**src/exec_subset_defines.vh**
```
// How it works
// - Nibble exchange loads swapped byte into working
// - Skip when addressed byte equals zero
// - Taken skip costs two instruction cycles
// - Copy byte to working, skip if zero
// - Skip when selected bit is zero
// - Paged table read: low to memory, high latch
// - Last-page read addressed by low pointer alone
// - Preincrement low pointer, then paged read
// - Preincrement low pointer, then last-page read
// - XOR with byte or immediate, zero flag
// - Far forms reach any memory section
// - Add with carry updates five flags
// - Add without carry updates five flags
// - AND updates only zero flag
// - Far clear writes zero, flags kept
// - Far bit clear touches selected bit only
// - Complement to memory or working, zero flag
// - BCD adjust adds six per nibble
// - BCD adjust may only set carry
// - Decrement to memory or working, zero flag
// - Increment to memory or working, zero flag
// - Far move copies byte either direction
`ifndef EXEC_SUBSET_DEFINES_VH
`define EXEC_SUBSET_DEFINES_VH
// APB register byte offsets
`define REG_CTRL 12'h000
`define REG_OPERAND 12'h004
`define REG_WORKING 12'h008
`define REG_FLAGS 12'h00c
`define REG_TABLE_PTR 12'h010
`define REG_PROG_WORD 12'h014
`define REG_RESULT 12'h018
`define REG_STATUS 12'h01c
// Control fields: go at bit 0, opcode at 12:8, bit select at 18:16
`define CTRL_GO_BIT 0
`define CTRL_OP_LSB 8
`define CTRL_BIT_LSB 16
// Flag positions in the flag register
`define FLAG_C 0
`define FLAG_HC 1
`define FLAG_Z 2
`define FLAG_SW 3
`define FLAG_SGC 4
// Operation codes
`define OP_NOP 5'h00
`define OP_NIBX 5'h01
`define OP_SKZ 5'h02
`define OP_SKZA 5'h03
`define OP_SKZBIT 5'h04
`define OP_TRD 5'h05
`define OP_TRDL 5'h06
`define OP_ITRD 5'h07
`define OP_ITRDL 5'h08
`define OP_XOR 5'h09
`define OP_XOR_MEM 5'h0a
`define OP_XORI 5'h0b
`define OP_ADC 5'h0c
`define OP_ADCM 5'h0d
`define OP_ADD 5'h0e
`define OP_ADDM 5'h0f
`define OP_AND 5'h10
`define OP_ANDM 5'h11
`define OP_CLR 5'h12
`define OP_CLRBIT 5'h13
`define OP_CPL 5'h14
`define OP_CPLA 5'h15
`define OP_DAA 5'h16
`define OP_DEC 5'h17
`define OP_DECA 5'h18
`define OP_INC 5'h19
`define OP_INCA 5'h1a
`define OP_MOVA 5'h1b
`define OP_MOVM 5'h1c
// Reset values, last table page and skip cycle count
`define FLAGS_RST 5'h00
`define BYTE_RST 8'h00
`define LAST_PAGE 8'hff
`define SKIP_CYCLES 2'h2
`endif

```
**src/exec_subset.v**
```verilog
`timescale 1ns/10ps
`include "exec_subset_defines.vh"
module exec_subset (
    // APB
    input wire pclk,
    input wire presetn,
    input wire psel,
    input wire penable,
    input wire pwrite,
    input wire [11:0] paddr,
    input wire [31:0] pwdata,
    output reg [31:0] prdata,
    output wire pready,
    output wire pslverr
);
    reg [7:0] operand_q;
    reg [7:0] working_q;
    reg [4:0] flags_q;
    reg [7:0] table_pointer_low_q;
    reg [7:0] table_pointer_high_q;
    reg [15:0] prog_word_q;
    reg [7:0] table_read_high_latch_q;
    reg [7:0] result_q;
    reg [4:0] op_q;
    reg [2:0] bit_sel_q;
    reg [1:0] cycles_q;
    reg skip_q;
    reg mem_write_q;
    reg discard_q;
    reg [15:0] prog_addr_q;

    wire wr_en = psel & penable & pwrite;
    wire go = wr_en && (paddr == `REG_CTRL) && pwdata[`CTRL_GO_BIT];
    wire [4:0] go_op = pwdata[`CTRL_OP_LSB+4:`CTRL_OP_LSB];
    wire [2:0] go_bit = pwdata[`CTRL_BIT_LSB+2:`CTRL_BIT_LSB];

    assign pready = 1'b1;
    assign pslverr = 1'b0;

    // Zero test used by several operations
    function zero8;
        input [7:0] v;
        begin
            zero8 = (v == 8'h00);
        end
    endfunction

    // Adder with all five arithmetic flags; packs {flags, sum}
    function [12:0] add_flags;
        input [7:0] a;
        input [7:0] b;
        input cin;
        input [4:0] fl;
        reg [8:0] s;
        reg [4:0] h;
        reg c7;
        reg [4:0] f;
        begin
            s = {1'b0, a} + {1'b0, b} + {8'h00, cin};
            h = {1'b0, a[3:0]} + {1'b0, b[3:0]} + {4'h0, cin};
            c7 = a[7] ^ b[7] ^ s[7];
            f = fl;
            f[`FLAG_C] = s[8];
            f[`FLAG_HC] = h[4];
            f[`FLAG_Z] = zero8(s[7:0]);
            f[`FLAG_SW] = c7 ^ s[8];
            f[`FLAG_SGC] = s[7] ^ (c7 ^ s[8]);
            add_flags = {f, s[7:0]};
        end
    endfunction

    // Decimal adjust: {carry_out, adjusted byte}
    function [8:0] bcd_adjust;
        input [7:0] a;
        input ac;
        input c;
        reg [8:0] s;
        reg lo;
        reg hi;
        begin
            // Both conditions look at the unadjusted working value
            lo = (a[3:0] > 4'h9) || ac;
            hi = (a[7:4] > 4'h9) || c;
            s = {1'b0, a} + (lo ? 9'h006 : 9'h000);
            s = s + (hi ? 9'h060 : 9'h000);
            bcd_adjust = {hi | s[8] | c, s[7:0]};
        end
    endfunction

    // Combinational execution of one operation
    reg [7:0] wk_d;
    reg [4:0] fl_d;
    reg [7:0] res_d;
    reg mw_d;
    reg skip_d;
    reg [12:0] af;
    reg [8:0] bd;
    reg [7:0] tmp;
    always @* begin
        wk_d = working_q;
        fl_d = flags_q;
        res_d = operand_q;
        mw_d = 1'b0;
        skip_d = 1'b0;
        af = 13'h0000;
        bd = 9'h000;
        tmp = 8'h00;
        // Operand arrives already resolved from any section, so far forms need no bank
        case (op_q)
            `OP_NIBX: wk_d = {operand_q[3:0], operand_q[7:4]};
            `OP_SKZ: skip_d = zero8(operand_q);
            `OP_SKZA: begin
                wk_d = operand_q;
                skip_d = zero8(operand_q);
            end
            `OP_SKZBIT: skip_d = ~operand_q[bit_sel_q];
            `OP_TRD, `OP_TRDL, `OP_ITRD, `OP_ITRDL: begin
                res_d = prog_word_q[7:0];
                mw_d = 1'b1;
            end
            `OP_XOR, `OP_XORI, `OP_XOR_MEM: begin
                tmp = working_q ^ operand_q;
                fl_d[`FLAG_Z] = zero8(tmp);
                if (op_q == `OP_XOR_MEM) begin
                    res_d = tmp;
                    mw_d = 1'b1;
                end else begin
                    wk_d = tmp;
                end
            end
            `OP_ADC, `OP_ADCM, `OP_ADD, `OP_ADDM: begin
                af = add_flags(working_q, operand_q,
                    ((op_q == `OP_ADC) || (op_q == `OP_ADCM)) & flags_q[`FLAG_C],
                    flags_q);
                fl_d = af[12:8];
                if ((op_q == `OP_ADCM) || (op_q == `OP_ADDM)) begin
                    res_d = af[7:0];
                    mw_d = 1'b1;
                end else begin
                    wk_d = af[7:0];
                end
            end
            `OP_AND, `OP_ANDM: begin
                tmp = working_q & operand_q;
                fl_d[`FLAG_Z] = zero8(tmp);
                if (op_q == `OP_ANDM) begin
                    res_d = tmp;
                    mw_d = 1'b1;
                end else begin
                    wk_d = tmp;
                end
            end
            `OP_CLR: begin
                res_d = `BYTE_RST;
                mw_d = 1'b1;
            end
            `OP_CLRBIT: begin
                res_d = operand_q & ~(8'h01 << bit_sel_q);
                mw_d = 1'b1;
            end
            `OP_CPL, `OP_CPLA: begin
                tmp = ~operand_q;
                fl_d[`FLAG_Z] = zero8(tmp);
                if (op_q == `OP_CPL) begin
                    res_d = tmp;
                    mw_d = 1'b1;
                end else begin
                    wk_d = tmp;
                end
            end
            `OP_DAA: begin
                bd = bcd_adjust(working_q, flags_q[`FLAG_HC], flags_q[`FLAG_C]);
                res_d = bd[7:0];
                mw_d = 1'b1;
                fl_d[`FLAG_C] = bd[8];
            end
            `OP_DEC, `OP_DECA, `OP_INC, `OP_INCA: begin
                if ((op_q == `OP_DEC) || (op_q == `OP_DECA)) begin
                    tmp = operand_q - 8'h01;
                end else begin
                    tmp = operand_q + 8'h01;
                end
                fl_d[`FLAG_Z] = zero8(tmp);
                if ((op_q == `OP_DEC) || (op_q == `OP_INC)) begin
                    res_d = tmp;
                    mw_d = 1'b1;
                end else begin
                    wk_d = tmp;
                end
            end
            `OP_MOVA: wk_d = operand_q;
            `OP_MOVM: begin
                res_d = working_q;
                mw_d = 1'b1;
            end
            default: begin
                wk_d = working_q;
            end
        endcase
    end

    // Table address: last page ignores the high pointer byte
    reg [7:0] tpl_next;
    always @* begin
        tpl_next = table_pointer_low_q;
        if ((go_op == `OP_ITRD) || (go_op == `OP_ITRDL)) begin
            tpl_next = table_pointer_low_q + 8'h01;
        end
    end

    // Issue, execute and skip tracking; a discarded slot changes only the status fields
    always @(posedge pclk or negedge presetn) begin
        if (!presetn) begin
            op_q <= `OP_NOP;
            bit_sel_q <= 3'h0;
            working_q <= `BYTE_RST;
            flags_q <= `FLAGS_RST;
            operand_q <= `BYTE_RST;
            table_pointer_low_q <= `BYTE_RST;
            table_pointer_high_q <= `BYTE_RST;
            prog_word_q <= 16'h0000;
            table_read_high_latch_q <= `BYTE_RST;
            result_q <= `BYTE_RST;
            cycles_q <= 2'h0;
            skip_q <= 1'b0;
            mem_write_q <= 1'b0;
            discard_q <= 1'b0;
            prog_addr_q <= 16'h0000;
        end else begin
            op_q <= `OP_NOP;
            if (go) begin
                // Skipped slot: the next instruction retires as a no-op
                if (skip_q) begin
                    discard_q <= 1'b1;
                    skip_q <= 1'b0;
                    cycles_q <= `SKIP_CYCLES;
                end else begin
                    discard_q <= 1'b0;
                    op_q <= go_op;
                    bit_sel_q <= go_bit;
                    cycles_q <= 2'h1;
                    table_pointer_low_q <= tpl_next;
                    if ((go_op == `OP_TRDL) || (go_op == `OP_ITRDL)) begin
                        prog_addr_q <= {`LAST_PAGE, tpl_next};
                    end else begin
                        prog_addr_q <= {table_pointer_high_q, tpl_next};
                    end
                end
            end else if (wr_en) begin
                case (paddr)
                    `REG_OPERAND: operand_q <= pwdata[7:0];
                    `REG_WORKING: working_q <= pwdata[7:0];
                    `REG_FLAGS: flags_q <= pwdata[4:0];
                    `REG_TABLE_PTR: begin
                        table_pointer_low_q <= pwdata[7:0];
                        table_pointer_high_q <= pwdata[15:8];
                    end
                    `REG_PROG_WORD: prog_word_q <= pwdata[15:0];
                    default: begin
                        skip_q <= skip_q;
                    end
                endcase
            end
            if (op_q != `OP_NOP) begin
                working_q <= wk_d;
                flags_q <= fl_d;
                result_q <= res_d;
                mem_write_q <= mw_d;
                skip_q <= skip_d;
                if (skip_d) begin
                    cycles_q <= `SKIP_CYCLES;
                end
                if ((op_q == `OP_TRD) || (op_q == `OP_TRDL) ||
                    (op_q == `OP_ITRD) || (op_q == `OP_ITRDL)) begin
                    table_read_high_latch_q <= prog_word_q[15:8];
                end
            end else if (go) begin
                mem_write_q <= 1'b0;
            end
        end
    end

    // Read mux; unmapped addresses read zero
    always @* begin
        case (paddr)
            `REG_OPERAND: prdata = {24'h000000, operand_q};
            `REG_WORKING: prdata = {24'h000000, working_q};
            `REG_FLAGS: prdata = {27'h0000000, flags_q};
            `REG_TABLE_PTR: prdata = {16'h0000, table_pointer_high_q, table_pointer_low_q};
            `REG_PROG_WORD: prdata = {prog_addr_q, prog_word_q};
            `REG_RESULT: prdata = {16'h0000, table_read_high_latch_q, result_q};
            `REG_STATUS: prdata = {27'h0000000, discard_q, cycles_q, mem_write_q, skip_q};
            default: prdata = 32'h00000000;
        endcase
    end
endmodule

```
**config.mk**
```make
export PLATFORM = sky130hd
export DESIGN_NAME = exec_subset
export DESIGN_NICKNAME = d
export VERILOG_FILES = /design/src/exec_subset.v
export VERILOG_INCLUDE_DIRS = /design/src
export SDC_FILE = /design/constraint.sdc
export NUM_CORES = 1
export LEC_CHECK = 0
export ABC_AREA = 1
export BUFFER_PORTS_ARGS = -buffer_cell sky130_fd_sc_hd__buf_4
export CORE_MARGIN = 2
export CORE_UTILIZATION = 40
export CTS_BUF_LIST = sky130_fd_sc_hd__clkbuf_2 sky130_fd_sc_hd__clkbuf_4 sky130_fd_sc_hd__clkbuf_8
export DETAILED_ROUTE_END_ITERATION = 7
export GPL_TIMING_DRIVEN = 0
export SYNTH_ARGS = -nofsm -noshare
export SYNTH_HDL_FRONTEND = slang
export SYNTH_SLANG_ARGS = --single-unit
```
**constraint.sdc**
```tcl
create_clock -name pclk -period 7.5 [get_ports pclk]
set_input_delay 1.5 -clock pclk [delete_from_list [all_inputs] [get_ports pclk]]
set_output_delay 1.5 -clock pclk [all_outputs]
set_load 0.1 [all_outputs]
```
==> results.json <==
{
  "tritoncts": "yes",
  "setup.worst_path.class": "in2out",
  "io_pins": 83,
  "synth_area_mm2": 0.00782,
  "setup-violations-final": 0,
  "synth_top_area_share_pct": 31.4,
  "fp.dieH_um": 144,
  "hold_viol": 0,
  "power.density_mw_per_mm2": 107,
  "numCtsBuffers": 9,
  "ir_drop_v": 0.0000979,
  "holdCritPathClass": "reg2reg",
  "syn_nets": 1251,
  "crit_slowest_cell": "nor3_2",
  "grt_max_degree": 99,
  "coreArea_mm2": 0.0193,
  "multiInputGateArea_mm2": 0.00454,
  "maxCapViolCount": 0,
  "drt_iter0_markers": 790,
  "cts_buffer_depth": 2,
  "grt_pass1_wl_um": 47400,
  "grt_antenna_before_repair": 0,
  "drive_above_1_share_pct": 13.2,
  "drc_errors": 0,
  "wl_met3_um": 2100,
  "avgViaCountPerCell": 5.48,
  "leakage_uw": 0.00440,
  "wl_met1_um": 13600,
  "tightest_slew_ps": 918,
  "portBuffers": 67,
  "min_period_ps": 4950,
  "fmaxAchievable_mhz": 202,
  "fin_nets": 1329,
  "setup_ws_ps": 2550,
  "setup-tns-final_ps": 0,
  "area_delta_synth_final_pct": 13.3,
  "seq_area_mm2": 0.00245,
  "synthArstFlopShare_pct": 100,
  "start_util_pct": 40.5,
  "ys_seq_area_share_pct": 31.4,
  "cp.arrival_ps": 3450,
  "ant_nets": 0,
  "grt_pass1_vias": 7861,
  "drv_slew": 0,
  "cp_max_fo": 10,
  "synth_area_leaders": "dfrtp_1 31%, nand2_1 13%, o21ai_0 7.1%",
  "run_status": "finished, final reports clean",
  "wl_met2_um": 14000,
  "ys_warn_count": 0,
  "fin_crit_sh_pct": 66.0,
  "finalWeightedCongestion": 0.998,
  "hpwlAfterDp_um": 24500,
  "syn_inst": 1178,
  "htreeDepth": 3,
  "fp.dieArea_mm2": 0.0207,
  "num_vias": 8366,
  "clock-sinks": 98,
  "ys_types": 55,
  "overflow": 0,
  "ys.flop_type": "dfrtp_1",
  "insertion_delay_ps": 390,
  "crit_family": "buffers and inverters",
  "setup.worst_path.start_class": "input pin",
  "cpMostUsedCell": "buf_4",
  "crit_required_ps": 6000,
  "top_layer": "met4",
  "ctsResizeCount": 0,
  "synth_seq_cells": 98,
  "diodes": 0,
  "cp_num_buf_inv": 4,
  "post-place-ws_ps": 2560,
  "clkTransAtPathRegs_ps": 90,
  "power.total_uw": 944,
  "cts_setup_buffers": 0,
  "totalWireLength_um": 31200,
  "cp_slowest_stage_delay_ps": 440,
  "synth_area_per_cell_um2": 6.64,
  "dr.pass1.iters": 5,
  "rsz0062_at_grt": "false",
  "layout_commonest_cell": "nand2_1",
  "die_x_um": 144,
  "max_slew_margin_pct": 38.8,
  "routedWlPerCell_um": 20.4,
  "finClkSkew_ps": 20.9,
  "rows": 51,
  "grt_usage_pct": 30.9,
  "fillers": 2121,
  "synth_edf_count": 0,
  "crit_chain": "buf_4 > nor2_2 > nand3_1 > nor3_2 > inv_2 > buf_1 > o211ai_1 > buf_4",
  "end_kind": "output port",
  "holdBufCountCts": 0,
  "clockRootBuffer": "clkbuf_8",
  "yosysTopAreaCell": "dfrtp_1",
  "layout_common_cells": "280 x nand2_1, 147 x inv_1, 124 x nor2_1, 111 x o21ai_0, 98 x dfrtp_1"
}
## where the power goes
group          internal [uW]  leakage (uW)  switching (uW)
Clock                    171      0.000103             192
Combinational           16.6       0.00305            35.4
Sequential               528       0.00124           0.578
## through the flow
stage          cell area (um2)  hold WS [ps]  std cells  utilization, %
3_3_place_gp              8660           467       1510            44.8
3_5_place_dp              8660           468       1510            44.8
5_1_grt                   8860           523       1526            45.8
6_report                  8860           485       1526            45.8
2_1_floorplan             7820           449       1178               -
4_1_cts                   8860           489       1526            45.8
## worst paths after layout
kind / start / slack [ps] / cells after the start / endpoint
max: paddr[1] / 2550 / 8 / prdata[14]
min: result_q[7]$_DFFE_PN0N_ / 480 / 2 / result_q[7]$_DFFE_PN0N_
max reg2reg: op_q[4]$_DFF_PN0_ / 3890 / 19 / flags_q[3]$_DFFE_PN0P_
min reg2reg: result_q[7]$_DFFE_PN0N_ / 480 / 2 / result_q[7]$_DFFE_PN0N_
max in group asynchronous: presetn / 5670 / 1 / operand_q[0]$_DFFE_PN0P_
min in group asynchronous: presetn / 1200 / 1 / prog_addr_q[0]$_DFFE_PN0P_
## final cells by class
type	count	area share (%)
Clock buffer	12	1.72
Sequential cell	98	27.7
Multi-Input combinational cell	875	51.2
Tap cell	265	3.74
Inverter	165	7.09
Timing Repair Buffer	67	5.72
Clock inverter	4	0.579
Buffer	40	2.27
## worst reg2reg max path, delay by kind of cell (launching register included)
kind            cells  cell delay [ps]
fa+ha+maj           2              650
simple gates        9             1160
buf+inv             6              890
compound gates      2              460
flops               1              370
## kinds of logic after synthesis
family,synth area share (%)
AOI/OAI and AO/OA,18.1
buffers and inverters,10.6
DFF,31.4
xor gates and xnor gates,1.01
adders and majority gates,4.22
and+or+nand+nor,34.6
other,0.0960
## Yosys cell counts, drive strengths merged, types with 2 or more instances
cell type    n
nand2      292
inv        163
nor2       142
o21ai      119
dfrtp       98
nand3       90
a21oi       77
nand4       29
nor3        24
o211ai      24
o22ai       22
buf         20
clkbuf      20
ha          20
xor2         8
fa           4
nor4         4
or2          3
a211oi       2
a22oi        2
clkinv       2
conb         2
o311ai       2
## per-layer routing
metal,global-route usage [%],vias to the layer above
met5,0,-
met4,13.1,0
met3,5.30,97
met2,48.9,364
met1,41.7,3871
li1,-,4034
## flip-flops by register name, summed over array words and instances, names as in the netlist
| name | count |
|---|---|
| prog_word_q | 16 |
| op_q | 5 |
| table_read_high_latch_q | 8 |
| mem_write_q | 1 |
| bit_sel_q | 3 |
| flags_q | 5 |
| table_pointer_low_q | 8 |
| operand_q | 8 |
| prog_addr_q | 16 |
| cycles_q | 2 |
| result_q | 8 |
| skip_q | 1 |
| discard_q | 1 |
| working_q | 8 |
| table_pointer_high_q | 8 |
Power figures use the tool's default switching activity.
